$ cat src/verilog/timer_map.vh
/*
  Register offsets, field positions, reset values and codes of the
  16-bit capture/compare timer. Assumes an APB slave with 8-bit byte address.
*/
// Function
// - First match may slip one count clock
// - Capture proceeds during read; read value undefined
// - Valid edges interrupt; reverse-phase edge does not
// - Capture/compare contents undefined after stop
`ifndef TIMER_MAP_VH
`define TIMER_MAP_VH

// Register byte offsets
`define OFF_CTRL     8'h00
`define OFF_COUNT    8'h04
`define OFF_CCA      8'h08
`define OFF_CCB      8'h0c
`define OFF_STAT     8'h10
`define OFF_MASK     8'h14
`define OFF_OUT      8'h18

// Control fields
`define B_RUN        0
`define B_MODE_LO    1
`define B_MODE_HI    2
`define B_CAPEN      3
`define B_EDGA_LO    4
`define B_EDGA_HI    5
`define B_EDGB_LO    6
`define B_EDGB_HI    7
`define B_EXTCLK     8
`define B_OSTRIG     9
`define B_LVSET      10
`define B_LVRST      11
`define CTRL_W       9
`define CTRL_RST     9'h000

// Modes
`define MODE_FREE    2'h0
`define MODE_CLRA    2'h1
`define MODE_ONESHOT 2'h2

// Edge select codes
`define EDGE_FALL    2'h0
`define EDGE_RISE    2'h1
`define EDGE_BOTH    2'h2

// Status / mask bits
`define S_IRQA       0
`define S_IRQB       1
`define S_OVF        2
`define STAT_W       3
`define STAT_RST     3'h0

// Counter reset value and maximum count
`define CNT_RST      16'h0000
`define CNT_MAX      16'hffff

`endif

$ cat src/verilog/pin_edge.v
/*
  Pin synchroniser and edge classifier for one timer input.
  Assumes the pin is asynchronous to pclk; edges shorter than two clocks may be missed.
*/
`timescale 1ns/10ps
`include "timer_map.vh"
module pin_edge
(
  // Clock and reset
  input  wire       pclk,
  input  wire       presetn,
  // Pin and edge choice
  input  wire       pin,
  input  wire [1:0] sel,
  // Edge events
  output reg        valid_edge,
  output reg        rev_edge
);
  reg  s1;
  reg  s2;
  reg  s3;
  wire rise;
  wire fall;

  assign rise = s2 & ~s3;
  assign fall = ~s2 & s3;

  always @(posedge pclk or negedge presetn)
  begin
    if (!presetn)
    begin
      s1         <= 1'b0;
      s2         <= 1'b0;
      s3         <= 1'b0;
      valid_edge <= 1'b0;
      rev_edge   <= 1'b0;
    end
    else
    begin
      s1 <= pin;
      s2 <= s1;
      s3 <= s2;
      case (sel)
        `EDGE_FALL:
        begin
          valid_edge <= fall;
          rev_edge   <= rise;
        end
        `EDGE_RISE:
        begin
          valid_edge <= rise;
          rev_edge   <= fall;
        end
        `EDGE_BOTH:
        begin
          valid_edge <= rise | fall;
          rev_edge   <= 1'b0;
        end
        default:
        begin
          valid_edge <= 1'b0;
          rev_edge   <= 1'b0;
        end
      endcase
    end
  end
endmodule // pin_edge

$ cat src/verilog/timer_capcomp.v
/*
  16-bit timer/event counter with two capture/compare registers, one-shot
  output, clear-on-match, sticky interrupts and an APB register slave.
  Assumes a single pclk domain; the input pins are asynchronous to it.
*/
// Implementation choices: the register addresses and the APB slave port.
`timescale 1ns/10ps
`include "timer_map.vh"
module timer_capcomp
#(
  parameter PRE_W = 2
)
(
  // APB
  input  wire        pclk,
  input  wire        presetn,
  input  wire [7:0]  paddr,
  input  wire        psel,
  input  wire        penable,
  input  wire        pwrite,
  input  wire [31:0] pwdata,
  output reg  [31:0] prdata,
  output reg         pready,
  output reg         pslverr,
  // Timer pins
  input  wire        timer_input_a_pin,
  input  wire        timer_input_b_pin,
  output reg         timer_out,
  // Interrupt
  output reg         irq
);
  reg  [`CTRL_W-1:0] ctrl;
  reg  [15:0]        timer_count_reg;
  reg  [15:0]        capcomp_reg_a;
  reg  [15:0]        capcomp_reg_b;
  reg  [`STAT_W-1:0] stat;
  reg  [`STAT_W-1:0] mask;
  reg  [PRE_W-1:0]   pre;
  reg                os_active;
  reg  [`STAT_W-1:0] next_stat;
  reg  [31:0]        next_rdata;
  reg                next_err;
  wire               a_valid;
  wire               a_rev;
  wire               b_valid;
  wire               acc;
  wire               wr;
  wire               run;
  wire [1:0]         mode;
  wire               cap_en;
  wire               oneshot_soft_trigger;
  wire               output_level_set;
  wire               output_level_reset;
  wire               trigger;
  wire               tick;
  wire               cpulse;
  wire               counting;
  wire               match_a;
  wire               match_b;
  wire               capcomp_a_irq;
  wire               capcomp_b_irq;
  wire               ovf;
  wire               ctrl_wr;
  wire               cca_wr;
  wire               ccb_wr;
  wire               stat_wr;
  wire               mask_wr;
  wire               acc_first;
  wire               cap_a;
  wire               cap_b;
  wire               clr_match;
  wire               set_match;

  function hit;
    input [7:0] addr;
    input [7:0] off;
    begin
      hit = (addr == off);
    end
  endfunction

  function mode_is;
    input [1:0] cur;
    input [1:0] want;
    begin
      mode_is = (cur == want);
    end
  endfunction

  pin_edge u_edge_a
  (
    .pclk       (pclk),
    .presetn    (presetn),
    .pin        (timer_input_a_pin),
    .sel        (ctrl[`B_EDGA_HI:`B_EDGA_LO]),
    .valid_edge (a_valid),
    .rev_edge   (a_rev)
  );

  pin_edge u_edge_b
  (
    .pclk       (pclk),
    .presetn    (presetn),
    .pin        (timer_input_b_pin),
    .sel        (ctrl[`B_EDGB_HI:`B_EDGB_LO]),
    .valid_edge (b_valid),
    .rev_edge   ()
  );

  // One wait state: the write lands on the edge where pready is seen high
  assign acc    = psel & penable & pready;
  assign wr     = acc & pwrite;
  assign run    = ctrl[`B_RUN];
  assign mode   = ctrl[`B_MODE_HI:`B_MODE_LO];
  assign cap_en = ctrl[`B_CAPEN];

  // Per-register write strobes, each qualified by the completing access
  assign ctrl_wr = wr & hit(paddr, `OFF_CTRL);
  assign cca_wr  = wr & hit(paddr, `OFF_CCA);
  assign ccb_wr  = wr & hit(paddr, `OFF_CCB);
  assign stat_wr = wr & hit(paddr, `OFF_STAT);
  assign mask_wr = wr & hit(paddr, `OFF_MASK);

  // First access cycle: the answer is prepared here and shown in the next
  assign acc_first = psel & penable & ~pready;

  // Self-clearing command bits; they read back as zero
  assign oneshot_soft_trigger = ctrl_wr & pwdata[`B_OSTRIG];
  assign output_level_set     = ctrl_wr & pwdata[`B_LVSET];
  assign output_level_reset   = ctrl_wr & pwdata[`B_LVRST];

  // Steady input A is the caller's duty when only the soft trigger is meant
  assign trigger = run & mode_is(mode, `MODE_ONESHOT) & (oneshot_soft_trigger | a_valid);

  // Free-running prescaler, so a start lands anywhere within a count period
  assign tick     = (pre == {PRE_W{1'b0}});
  assign cpulse   = ctrl[`B_EXTCLK] ? a_valid : tick;
  // A one-shot counts only between its trigger and match A
  assign counting = run & cpulse & (~mode_is(mode, `MODE_ONESHOT) | os_active);

  // Compare only outside capture mode; a zero compare A value stalls clear mode
  assign match_a = counting & ~cap_en & (timer_count_reg == capcomp_reg_a);
  assign match_b = counting & ~cap_en & (timer_count_reg == capcomp_reg_b);
  assign ovf     = counting & (timer_count_reg == `CNT_MAX);

  // Reverse-phase edge on A captures silently, without an interrupt
  assign capcomp_a_irq = cap_en ? (run & b_valid) : match_a;
  assign capcomp_b_irq = cap_en ? (run & a_valid) : match_b;

  // Valid B or reverse A loads A; valid A loads B
  assign cap_a = run & cap_en & (b_valid | a_rev);
  assign cap_b = run & cap_en & a_valid;

  // Free-running mode ignores both matches for the counter and the output
  assign clr_match = match_a & ~mode_is(mode, `MODE_FREE);
  assign set_match = match_b & ~mode_is(mode, `MODE_FREE);

  always @(posedge pclk or negedge presetn)
  begin
    if (!presetn)
      pre <= {PRE_W{1'b0}};
    else
      pre <= pre + {{(PRE_W-1){1'b0}}, 1'b1};
  end

  // Control and mask registers
  always @(posedge pclk or negedge presetn)
  begin
    if (!presetn)
    begin
      ctrl <= `CTRL_RST;
      mask <= `STAT_RST;
    end
    else
    begin
      if (ctrl_wr)
        ctrl <= pwdata[`CTRL_W-1:0];
      if (mask_wr)
        mask <= pwdata[`STAT_W-1:0];
    end
  end

  // Counter and one-shot state
  always @(posedge pclk or negedge presetn)
  begin
    if (!presetn)
    begin
      timer_count_reg <= `CNT_RST;
      os_active       <= 1'b0;
    end
    else if (!run)
    begin
      timer_count_reg <= `CNT_RST;
      os_active       <= 1'b0;
    end
    else if (trigger)
    begin
      timer_count_reg <= `CNT_RST;
      os_active       <= 1'b1;
    end
    // Clear mode restarts from zero at match A; a one-shot clears to zero and stops
    else if (clr_match)
    begin
      timer_count_reg <= `CNT_RST;
      os_active       <= 1'b0;
    end
    else if (counting)
      timer_count_reg <= timer_count_reg + 16'h0001;
  end

  // Captures take priority over software writes and are never held off by reads
  always @(posedge pclk or negedge presetn)
  begin
    if (!presetn)
    begin
      capcomp_reg_a <= `CNT_RST;
      capcomp_reg_b <= `CNT_RST;
    end
    else
    begin
      if (cap_a)
        capcomp_reg_a <= timer_count_reg;
      else if (cca_wr)
        capcomp_reg_a <= pwdata[15:0];
      if (cap_b)
        capcomp_reg_b <= timer_count_reg;
      else if (ccb_wr)
        capcomp_reg_b <= pwdata[15:0];
    end
  end

  // Output: on at match B, off at match A, or forced by the level commands
  always @(posedge pclk or negedge presetn)
  begin
    if (!presetn)
      timer_out <= 1'b0;
    else if (output_level_set)
      timer_out <= 1'b1;
    else if (output_level_reset || !run)
      timer_out <= 1'b0;
    else if (clr_match)
      timer_out <= 1'b0;
    else if (set_match)
      timer_out <= 1'b1;
  end

  // Sticky status, write one to clear; a new event beats the clear
  always @*
  begin
    next_stat = stat;
    if (stat_wr)
      next_stat = stat & ~pwdata[`STAT_W-1:0];
    next_stat[`S_IRQA] = next_stat[`S_IRQA] | capcomp_a_irq;
    next_stat[`S_IRQB] = next_stat[`S_IRQB] | capcomp_b_irq;
    next_stat[`S_OVF]  = next_stat[`S_OVF] | ovf;
  end

  always @(posedge pclk or negedge presetn)
  begin
    if (!presetn)
    begin
      stat <= `STAT_RST;
      irq  <= 1'b0;
    end
    else
    begin
      stat <= next_stat;
      irq  <= |(next_stat & mask);
    end
  end

  // Read mux; capture values after a stop are whatever was last held
  always @*
  begin
    next_rdata = 32'h0000_0000;
    next_err   = 1'b0;
    case (paddr)
      `OFF_CTRL:  next_rdata[`CTRL_W-1:0] = ctrl;
      `OFF_COUNT: next_rdata[15:0] = timer_count_reg;
      `OFF_CCA:   next_rdata[15:0] = capcomp_reg_a;
      `OFF_CCB:   next_rdata[15:0] = capcomp_reg_b;
      `OFF_STAT:  next_rdata[`STAT_W-1:0] = stat;
      `OFF_MASK:  next_rdata[`STAT_W-1:0] = mask;
      `OFF_OUT:   next_rdata[0] = timer_out;
      // Misaligned and unmapped offsets are refused
      default:    next_err = 1'b1;
    endcase
  end

  always @(posedge pclk or negedge presetn)
  begin
    if (!presetn)
    begin
      pready  <= 1'b0;
      prdata  <= 32'h0000_0000;
      pslverr <= 1'b0;
    end
    else
    begin
      pready  <= acc_first;
      pslverr <= acc_first & next_err;
      // Read data changes only on a read, so it holds between transfers
      if (acc_first && !pwrite)
        prdata <= next_rdata;
    end
  end
endmodule // timer_capcomp

$ cat config.mk
export PLATFORM = sky130hd
export DESIGN_NAME = timer_capcomp
export DESIGN_NICKNAME = d
export VERILOG_FILES = /design/src/verilog/pin_edge.v /design/src/verilog/timer_capcomp.v
export VERILOG_INCLUDE_DIRS = /design/src /design/src/verilog
export SDC_FILE = /design/constraint.sdc
export NUM_CORES = 1
export LEC_CHECK = 0
export BUFFER_PORTS_ARGS = -buffer_cell sky130_fd_sc_hd__buf_2
export CAP_MARGIN = 5
export CORE_ASPECT_RATIO = 0.75
export CORE_MARGIN = 2
export CORE_UTILIZATION = 51
export DETAILED_ROUTE_END_ITERATION = 8
export GPL_TIMING_DRIVEN = 0
export MAX_ROUTING_LAYER = met4
export PLACE_DENSITY_LB_ADDON = 0.12
export SETUP_SLACK_MARGIN = 0.15
export SLEW_MARGIN = 40
export SYNTH_ARGS = -nofsm -noshare
export SYNTH_HDL_FRONTEND = slang
export SYNTH_SLANG_ARGS = --single-unit
$ cat constraint.sdc
create_clock -name pclk -period 2.5 [get_ports pclk]
set_clock_uncertainty 0.05 [all_clocks]
set_input_delay 0.125 -clock pclk [delete_from_list [all_inputs] [get_ports pclk]]
set_output_delay 0.125 -clock pclk [all_outputs]
set_load 0.02 [all_outputs]
* Word level (Yosys, flattened, before mapping)
Cells that the tools add are included.
** Operators by class
- Add/subtract/negate cells :: 2
- Equal/unequal tests :: 16
- Mux-type cells :: 27
- Bitwise gates (word level) :: 51
- Reduce and logical (&&, ||, !) cells :: 14
** Operators with widths (number)
- 16-bit two-way mux :: 8
- 1-bit bitwise AND :: 32
- 16-bit == test :: 2
- 8-bit by 5-bit == test with 1-bit output (second input constant) :: 3
- 6-bit one-hot mux with 4 select lines :: 1
- 7-bit one-hot mux with 3 select lines :: 1
- 16-bit by 1-bit adder with 16-bit output (second input constant) :: 1
- 16-bit == test (second input constant) :: 1
- 8-bit by 4-bit == test with 1-bit output (second input constant) :: 2
- 2-bit one-hot mux with 6 select lines :: 1
- 1-bit two-way mux :: 11
- 8-bit by 3-bit == test with 1-bit output (second input constant) :: 1
- 2-bit zero test :: 4
- 8-bit zero test :: 1
- 1-bit NOT :: 8
- 1-bit OR :: 8
- 1-bit one-hot mux with 7 select lines :: 1
- 7-bit OR reduction :: 1
- 3-bit bitwise AND :: 2
- 2-bit == test (second input constant) :: 3
- 1-bit one-hot mux with 3 select lines :: 2
- 2-bit by 1-bit == test with 1-bit output (second input constant) :: 2
- 4-bit by 2-bit inequality test with 1-bit output (second input constant) :: 1
- 2-bit nonzero test :: 2
- other kinds (10) :: 11
** Word-level totals
- Bits in registers :: 95
- Input bits :: 47
- Output and inout port bits :: 36
- Word-level logic and storage cells :: 132

* Depth between registers and ports, before layout
Gate-level depths: netlist of run 1.
- Word-level depth :: 11
- Depth in mapped cells :: 9
- Mapped depth without buffers :: 8

* Hierarchy
Synthesis of run 1 repeated with hierarchy kept, for this count alone.
** Second synthesis, totals
- Cells, all modules :: 555
- Area total of the unflattened synthesis :: 5429.0 um^2
** Modules (own cells, without submodules)
- timer_capcomp :: times used 1, cells an instance 527, area an instance 5041.1 um^2, seq. area each 2152.1 um^2
- pin_edge :: times used 2, cells an instance 14, area an instance 193.9 um^2, seq. area each 125.1 um^2

* Worst setup path before layout of run 1
OpenSTA, ideal clock, no wires.
- Path type :: input-to-reg
- From :: input port paddr[3]
- To :: register ctrl[5]
- Library setup time :: 0.125 ns
- Arrival time :: 1.758 ns
- Required time :: 2.325 ns
- Path slack :: 0.567 ns
- Stages :: 6
- Buffers on the path :: 3
- Cell sequence :: buf_2 or4_4 buf_6 nor3_2 buf_2 mux2_2
** On the way
- Cells in the longest elaborated chain, start to end :: 2
** RTL lines
- start, declared :: line timer_capcomp.v:17 : input wire [7:0] paddr,
- 8-bit zero test :: line timer_capcomp.v:78 : hit = (addr == off);
- 1-bit bitwise AND :: line timer_capcomp.v:118 : assign ctrl_wr = wr & hit(paddr, `OFF_CTRL);
- end signal, assigned :: line timer_capcomp.v:171 : ctrl <= `CTRL_RST;
- end signal, assigned :: line timer_capcomp.v:177 : ctrl <= pwdata[`CTRL_W-1:0];
- end, declared :: line timer_capcomp.v:32 : reg [`CTRL_W-1:0] ctrl;
Every way passes these cells.
A chain may end at the register's enable or synchronous reset.

* Worst setup path in the final report of run 1
- From :: register timer_count_reg[4]
- To :: register timer_out
** On the way
- Cells in the longest elaborated chain, start to end :: 6
- Elaborated cells between the ends (all ways) :: 10
- Those cells by class :: 2 x eq/ne; 3 x mux; 4 x bitwise; 1 x reduce/logical
** RTL lines
- start, declared :: line timer_capcomp.v:33 : reg [15:0] timer_count_reg;
- start signal, assigned :: line timer_capcomp.v:188 : timer_count_reg <= `CNT_RST;
- start signal, assigned :: line timer_capcomp.v:193 : timer_count_reg <= `CNT_RST;
- start signal, assigned :: line timer_capcomp.v:198 : timer_count_reg <= `CNT_RST;
- 16-bit == test :: line timer_capcomp.v:142 : assign match_a = counting & ~cap_en & (timer_count_reg == capcomp_reg_a);
- 1-bit bitwise AND :: line timer_capcomp.v:142
- 1-bit bitwise AND :: line timer_capcomp.v:155 : assign clr_match = match_a & ~mode_is(mode, `MODE_FREE);
- 1-bit two-way mux :: line timer_capcomp.v:241 : else if (clr_match)
- 1-bit two-way mux :: line timer_capcomp.v:239 : else if (output_level_reset || !run)
- 1-bit two-way mux :: line timer_capcomp.v:237 : else if (output_level_set)
- end signal, assigned :: line timer_capcomp.v:238 : timer_out <= 1'b1;
- end signal, assigned :: line timer_capcomp.v:240 : timer_out <= 1'b0;
- end signal, assigned :: line timer_capcomp.v:242 : timer_out <= 1'b0;
- end, declared :: line timer_capcomp.v:28 : output reg timer_out,
Several ways; a longest one is shown, not always the timed one.

==> results of run 1 <==
-- layout make-up --
class | instances | area [um2] | area share [%]
Clock inverter | 6 | 61.3 | 1.02
Multi-Input combinational cell | 376 | 2500 | 41.4
Buffer | 55 | 315 | 5.23
Inverter | 15 | 56.3 | 0.933
Tap cell | 132 | 165 | 2.74
Clock buffer | 10 | 229 | 3.80
Sequential cell | 95 | 2380 | 39.4
Timing Repair Buffer | 55 | 330 | 5.47
-- how the worst min path moves through the flow --
stage | end | slack, ns | cells after the start
after CTS | timer_out | 0.001 | 2
after global placement | u_edge_a.s1 | 0.18 | 1
after detailed placement | prdata[12] | -0.03 | 1
final | pready | 0.01 | 3
after global routing | ctrl[4] | 0.01 | 2
after floorplan | capcomp_reg_a[0] | -0.22 | 0
-- layer usage --
layer / GRT usage (%) / vias up / wire [um]
met5: - / - / 0
met4: 9.22 / 0 / 306
met3: 5.15 / 20 / 1250
met2: 39.5 / 220 / 6360
met1: 39.8 / 2116 / 6320
li1: - / 1985 / -
-- per-stage QoR --
stage	area (um2)	cells	setup TNS (ns)	util (%)	hold slack, ns
after floorplan	5200	541	0	-	-0.221
after global placement	5610	721	-0.104	57.6	0.183
after detailed placement	5650	722	-0.184	58.0	-0.0294
after CTS	6000	743	0	61.6	0.00126
after global routing	6030	744	0	62.0	0.0142
final	6030	744	0	62.0	0.00963
-- synthesized netlist by cell type (all sizes together) (2+ instances only) --
master	instances	area share, %
o21ai	36	3.5
nand4	9	1.1
nand3b	5	0.73
ha	6	1.5
nand3	8	0.78
nand2	58	4.2
nor2b	2	0.24
buf	28	3.8
or3	3	0.36
nand2b	2	0.24
nor4b	2	0.34
a21boi	2	0.29
nor2	43	3.2
a22oi	3	0.44
dfrtp	95	46
nor3	5	0.90
mux2i	34	6.6
and2	2	0.24
o2bb2ai	2	0.34
or4	2	0.36
a222oi	15	2.9
a21o	4	0.58
o22ai	2	0.24
nor4	8	0.97
mux2	10	2.2
and3	5	0.61
a21oi	26	2.5
a221o	2	0.39
inv	15	1.1
xnor2	17	2.9
clkbuf	27	2.0
xor2	27	4.6
a22o	6	1.0
-- cells by family after synthesis --
family / count (synthesis) / share of synthesized area, %
simple gates: 157 / 14.9
compound gates: 109 / 14.2
flops: 95 / 46.2
buf+inv: 70 / 6.88
xor+xnor: 44 / 7.48
mux: 44 / 8.80
fa+ha+maj: 6 / 1.46
other cells: 1 / 0.0728
-- timing repair --
item                                    CTS  global route
setup buffers                             2             1
endpoints found under the setup margin   13            49
gates cloned                              0             0
resized for setup                         4            24
pin swaps                                 1             1
endpoints found under the hold margin    97             0
hold buffers                              3             0
-- where the power goes --
part           total, W  switching (W)  internal, W
sequential      0.00161      0.0000361      0.00158
clock           0.00135       0.000581     0.000772
combinational  0.000334       0.000201     0.000133
total           0.00330       0.000818      0.00248
-- worst reg2reg max path, delay by kind of cell (launching register included) --
kind	cells	cell delay, ns
AO/OA/AOI/OAI	3	0.66
XOR/XNOR	1	0.29
buffers and inverters	1	0.19
flip-flops	1	0.36
AND/OR/NAND/NOR	2	0.66
==> results.yml, run 1 <==
pwr:
  vdd_ir_drop_max_mv: 0.398
  powerDensity_nw_per_um2: 547
  leakage_nw: 3.16
  total_power_w: 0.00330
clock_tree:
  tritoncts: "built"
  clk_path_buf_depth: 2
  clk_latency_ns: 0.35
  cts_inserted_buffers: 9
  htree_num_levels: 3
  clock-sinks: 95
  root_buffer: "clkbuf_16"
  clk_pin_slew_ns: 0.06
drt:
  via_per_inst: 5.83
  wirelength_mm: 14.2
  wire_per_inst_um: 19.1
  num_vias: 4341
  first_iter_violations: 508
  drt_first_pass_iters: 8
  antenna_left: 0
  drc: 0
global_route:
  grtUsageTotal_pct: 27.7
  grt_max_degree: 59
  grt_pass1_wl_mm: 22.4
  grt_antenna_before_repair: 0
  overflow: 0
  grt_pass1_vias: 4066
sta:
  finalHoldViolCount: 0
  worst_pin_slew_ns: 0.839
  setup_viol: 0
  period_share_pct: 90.7
  finalWorstSetupSlack_ns: 0.231
  max_freq_ghz: 0.441
  slew_viol_final: 0
  rsz0062_at_grt: "true"
  slew_headroom_pct: 43.9
  min_period_ns: 2.27
yosys:
  yosysWarnings: 0
  syn_inst: 526
  ys_async_sr_fraction_pct: 100
  yosysUniqueCellTypes: 58
  syn_area_um2: 5150
  synth_seq_cells: 95
  synth_ff_type: "dfrtp_1"
  ys_seq_area_share_pct: 46.2
  synth_area_per_cell_um2: 9.79
  synth_edf_count: 0
die:
  rows: 31
  die_y_um: 91.0
  initial_core_util_pct: 52.9
  ios: 83
  die_w_um: 120
  core_area_um2: 9740
  dieArea_um2: 10900
setup_path:
  r2r-end: "timer_out"
  critPathRequiredTime_ns: 2.73
  worstSetupStartpoint: "timer_count_reg[4]"
  path_max_fanout: 8
  critPathMaxStageDelay_ns: 0.48
  reg2reg_slack_ns: 0.23
  critPathBufInv: 1
  crit_family: "compound AO/OA/AOI/OAI gates"
  worstReg2RegStart: "timer_count_reg[4]"
  crit_chain: "clkbuf_2 -> xnor2_1 -> nand4_1 -> nor4_2 -> a21oi_1 -> a2111oi_0 -> a21o_1"
  r2r_cells: 7
  critPathLaunchType: "flop"
  endpoint_kind: "flop"
  critPathArrivalTime_ns: 2.50
  path_class: "reg -> reg"
  slowest_stage: "nor4_2"
  crit_end: "timer_out"
  crit_cells: 7
final_layout:
  final_common_cell: "dfrtp_1"
  post_route_cells_drive_above_1_share_pct: 21.6
  final_cell_mix: "95 x dfrtp_1, 58 x nand2_1, 53 x buf_2"
  n_antenna_cell: 0
  area_growth_pct: 17.2
  nNetsFinal: 660
  fill_cells: 872
placement:
  portBuffers: 48
  pre_cts_slack_ns: -0.0545
  place_hpwl_mm: 10.1
  gp_congestion: 0.957
outcome:
  status: "finished, final reports clean"
worst_hold_path:
  worstHoldStart: "penable"
  hold_path_class: "in -> reg"
job:
  drv_cap: 0
No activity file was read; power rests on OpenSTA's default activity.
==> inputs of run 2 (changes only) <==
--- a/config.mk
+++ b/config.mk
@@ -9,7 +9,7 @@
 export BUFFER_PORTS_ARGS = -buffer_cell sky130_fd_sc_hd__buf_2
 export CAP_MARGIN = 5
 export CORE_ASPECT_RATIO = 0.75
-export CORE_MARGIN = 2
+export CORE_MARGIN = 1.5
 export CORE_UTILIZATION = 51
 export DETAILED_ROUTE_END_ITERATION = 8
 export GPL_TIMING_DRIVEN = 0
==> results.yml, run 2 (synthesized netlist as in run 1, its figures left out) <==
setup_path:
  critPathMaxStageDelay_ns: 0.67
  path_max_fanout: 10
  critPathArrivalTime_ns: 2.42
  endpoint_kind: "flop"
  crit_chain: "clkbuf_1 -> o211ai_1 -> buf_2 -> clkbuf_1 -> mux2i_1 -> o21ai_0"
  crit_family: "buffers and inverters"
  critPathRequiredTime_ns: 2.65
  path_class: "reg -> reg"
  cp_common_cell: "clkbuf_1"
  critPathBufInv: 3
  slowest_stage: "clkbuf_1"
  critPathLaunchType: "flop"
die:
  ios: 83
  rows: 31
  initial_core_util_pct: 52.9
  core_area_um2: 9740
  die_w_um: 119
  dieArea_um2: 10700
  die_y_um: 90.0
final_layout:
  final_util_pct: 61.9
  final_cell_mix: "95 x dfrtp_1, 58 x nand2_1, 54 x buf_2"
  area_growth_pct: 17.0
  n_antenna_cell: 0
  nNetsFinal: 661
  seq_area_um2: 2380
  fill_cells: 871
  post_route_cells_drive_above_1_share_pct: 21.0
  multi_input_area_um2: 2500
  final_common_cell: "dfrtp_1"
  instances_no_fill: 742
clock_tree:
  tritoncts: "built"
  root_buffer: "clkbuf_16"
  cts_inserted_buffers: 9
  htree_num_levels: 3
  clk_pin_slew_ns: 0.06
  clk_latency_ns: 0.34
  clk_path_buf_depth: 2
  clock-sinks: 95
sta:
  tns_ns: 0
  worst_pin_slew_ns: 0.837
  max_freq_ghz: 0.440
  min_period_ns: 2.27
  slew_headroom_pct: 44.2
  period_share_pct: 90.9
  setup_viol: 0
  slew_viol_final: 0
  finalHoldViolCount: 0
  rsz0062_at_grt: "true"
  holdWs_ns: 0.0145
worst_hold_path:
  hold_path_class: "in -> reg"
pwr:
  vdd_ir_drop_max_mv: 0.382
  powerDensity_nw_per_um2: 536
  leakage_nw: 3.16
  total_power_w: 0.00323
placement:
  gp_congestion: 0.994
  place_hpwl_mm: 9.88
  place_inst: 722
  portBuffers: 48
global_route:
  overflow: 0
  grt_pass1_wl_mm: 22.3
  grt_antenna_before_repair: 0
  grt_pass1_vias: 4138
  grtUsageTotal_pct: 27.8
  grt_max_degree: 64
drt:
  num_vias: 4290
  antenna_left: 0
  drt_first_pass_iters: 6
  wirelength_mm: 13.8
  first_iter_violations: 439
  drc: 0
  via_per_inst: 5.78
  wire_per_inst_um: 18.6
job:
  drv_cap: 0
outcome:
  status: "finished, final reports clean"
==> run 2: timing repair <==
item,4_1_cts,5_1_grt
setup endpoints to repair,13,39
gates cloned,0,0
endpoints found under the hold margin,97,1
buffers inserted,0,3
gates resized for setup,6,17
hold buffers,3,1
pin swaps,0,2
==> run 2: cell type report <==
class	count	share of cell area (%)
Inverter	15	0.935
Clock inverter	1	0.0831
Sequential cell	95	39.5
Buffer	55	5.19
Clock buffer	12	4.43
Multi-Input combinational cell	376	41.5
Tap cell	132	2.74
Timing Repair Buffer	56	5.65
==> run 2: metrics by stage <==
stage / worst slack (ns) / instance area [um2]
2_1_floorplan: 0.567 / 5200
3_3_place_gp: -0.0467 / 5610
4_1_cts: 0.180 / 5970
5_1_grt: 0.139 / 6020
3_5_place_dp: -0.0627 / 5650
6_report: 0.228 / 6020
==> run 2: power by group <==
| group | internal (W) | total [W] | switching, W |
|---|---|---|---|
| logic | 0.000133 | 0.000329 | 0.000195 |
| clock network | 0.000738 | 0.00129 | 0.000552 |
| registers | 0.00158 | 0.00161 | 0.0000342 |
| total | 0.00245 | 0.00323 | 0.000781 |
==> run 2: per-layer routing <==
metal,part of all wire [%],GRT usage [%],wire length (um)
met2,46,41.1,6350
met1,45,39.8,6200
met3,8.3,5.39,1150
met5,0,-,0
met4,0.83,5.82,115
==> run 2: path summary, 6_finish.rpt <==
| kind | startpoint | endpoint | slack [ns] | cells after the start |
|---|---|---|---|---|
| min in group asynchronous | presetn | prdata[13] | 0.19 | 2 |
| worst max register to register | ctrl[0] | capcomp_reg_a[11] | 0.23 | 6 |
| worst min-delay path | pwdata[8] | ctrl[8] | 0.01 | 2 |
| max in group asynchronous | presetn | u_edge_a.s3 | 1.61 | 3 |
| worst min register to register | u_edge_a.s1 | u_edge_a.s2 | 0.30 | 0 |
| worst max-delay path | ctrl[0] | capcomp_reg_a[11] | 0.23 | 6 |
==> inputs of run 3 (changes only) <==
--- a/config.mk
+++ b/config.mk
@@ -10,7 +10,7 @@
 export CAP_MARGIN = 5
 export CORE_ASPECT_RATIO = 0.75
 export CORE_MARGIN = 1.5
-export CORE_UTILIZATION = 51
+export CORE_UTILIZATION = 24
 export DETAILED_ROUTE_END_ITERATION = 8
 export GPL_TIMING_DRIVEN = 0
 export MAX_ROUTING_LAYER = met4
==> results.yml, run 3 (synthesized netlist as in run 1, its figures left out) <==
final_layout:
  final_common_cell: "dfrtp_1"
  multi_input_area_um2: 2530
  design_area_um2: 6310
  post_route_cells_drive_above_1_share_pct: 22.8
  fill_cells: 2272
  area_growth_pct: 22.6
  seq_area_um2: 2380
  final_cell_mix: "95 x dfrtp_1, 58 x nand2_1, 54 x buf_2"
  n_antenna_cell: 0
  nNetsFinal: 667
die:
  ios: 83
  initial_core_util_pct: 24.4
  rows: 46
  die_w_um: 172
  core_area_um2: 21100
  dieArea_um2: 22300
  die_y_um: 130
sta:
  setup_viol: 0
  slew_viol_final: 0
  slew_headroom_pct: 44.4
  finalWorstSetupSlack_ns: 0.239
  rsz0062_at_grt: "false"
  worst_pin_slew_ns: 0.834
  period_share_pct: 90.4
  min_period_ns: 2.26
  finalHoldViolCount: 0
  max_freq_ghz: 0.442
  tns_ns: 0
drt:
  antenna_left: 0
  first_iter_violations: 396
  num_vias: 4246
  wire_per_inst_um: 18.6
  drc: 0
  wirelength_mm: 16.9
  drt_first_pass_iters: 5
  via_per_inst: 4.68
worst_hold_path:
  hold_path_class: "in -> reg"
pwr:
  powerDensity_nw_per_um2: 525
  total_power_w: 0.00332
  leakage_nw: 3.22
  vdd_ir_drop_max_mv: 0.241
clock_tree:
  cts_inserted_buffers: 9
  tritoncts: "built"
  htree_num_levels: 3
  clk_path_buf_depth: 2
  root_buffer: "clkbuf_16"
  clk_pin_slew_ns: 0.07
  clock-sinks: 95
  clk_latency_ns: 0.36
global_route:
  grt_pass1_wl_mm: 25.9
  grt_pass1_vias: 4154
  grt_max_degree: 64
  grt_antenna_before_repair: 0
  grtUsageTotal_pct: 16.3
  overflow: 0
setup_path:
  critPathRequiredTime_ns: 2.75
  critPathArrivalTime_ns: 2.51
  path_max_fanout: 8
  endpoint_kind: "flop"
  path_class: "reg -> reg"
  critPathLaunchType: "flop"
placement:
  gp_congestion: 0.869
  portBuffers: 48
  pre_cts_slack_ns: -0.373
  place_hpwl_mm: 12.3
  placed_cell_area_um2: 5850
outcome:
  status: "finished, final reports clean"
job:
  drv_cap: 0
[run 3: repair_timing]
action | 4_1_cts | 5_1_grt
pin swaps | 0 | 2
gates resized for setup | 10 | 23
hold endpoints to repair | 100 | 0
hold buffers | 6 | 0
setup buffers | 0 | 7
setup endpoints to repair | 28 | 56
[run 3: through the flow]
| stage | util [%] | instances | hold WS, ns |
|---|---|---|---|
| detailed placement | 27.8 | 878 | -0.0358 |
| global placement | 27.6 | 877 | 0.186 |
| global route | 30.0 | 907 | 0.00195 |
| finish | 30.0 | 907 | 0.00685 |
| CTS | 29.5 | 900 | 0.000808 |
| floorplan | - | 541 | -0.221 |
[run 3: final cells by class]
class,instances,share of cell area [%]
inverters,15,0.892
well taps,288,5.71
flip-flops and latches,95,37.6
repair buffers,62,6.18
plain buffers,55,5.03
clock buffers,10,3.63
multi-input cells,376,40.1
clock inverters,6,0.812
[run 3: power by group]
part	internal (W)	switching, W	leakage [nW]
Combinational	0.000142	0.000207	1.81
Sequential	0.00158	0.0000371	1.27
Clock	0.000692	0.000664	0.134
[run 3: per-layer routing]
metal | vias to the layer above | wire (um) | global-route usage, %
li1 | 2009 | - | -
met1 | 2078 | 8480 | 23.4
met2 | 136 | 7130 | 22.9
met3 | 23 | 1100 | 3.94
met4 | 0 | 203 | 3.84
met5 | - | 0 | -
[run 3: worst paths after layout]
check	from	endpoint	slack [ns]	cells after the start
setup / recovery	timer_count_reg[3]	timer_out	0.24	7
hold / removal	pwdata[8]	ctrl[8]	0.007	2
setup reg to reg	timer_count_reg[3]	timer_out	0.24	7
hold reg to reg	u_edge_a.s1	u_edge_a.s2	0.30	0
max in group asynchronous	presetn	timer_count_reg[4]	1.57	3
min in group asynchronous	presetn	prdata[14]	0.16	2
[run 3: critical path, stage by stage (launching register included)]
cell and delay (ns):
dfrtp_1 0.33, clkbuf_1 0.34, xnor2_1 0.23, nand4_1 0.20, nor4_4 0.42, a21oi_1 0.11
a2111oi_0 0.39, a21o_1 0.13
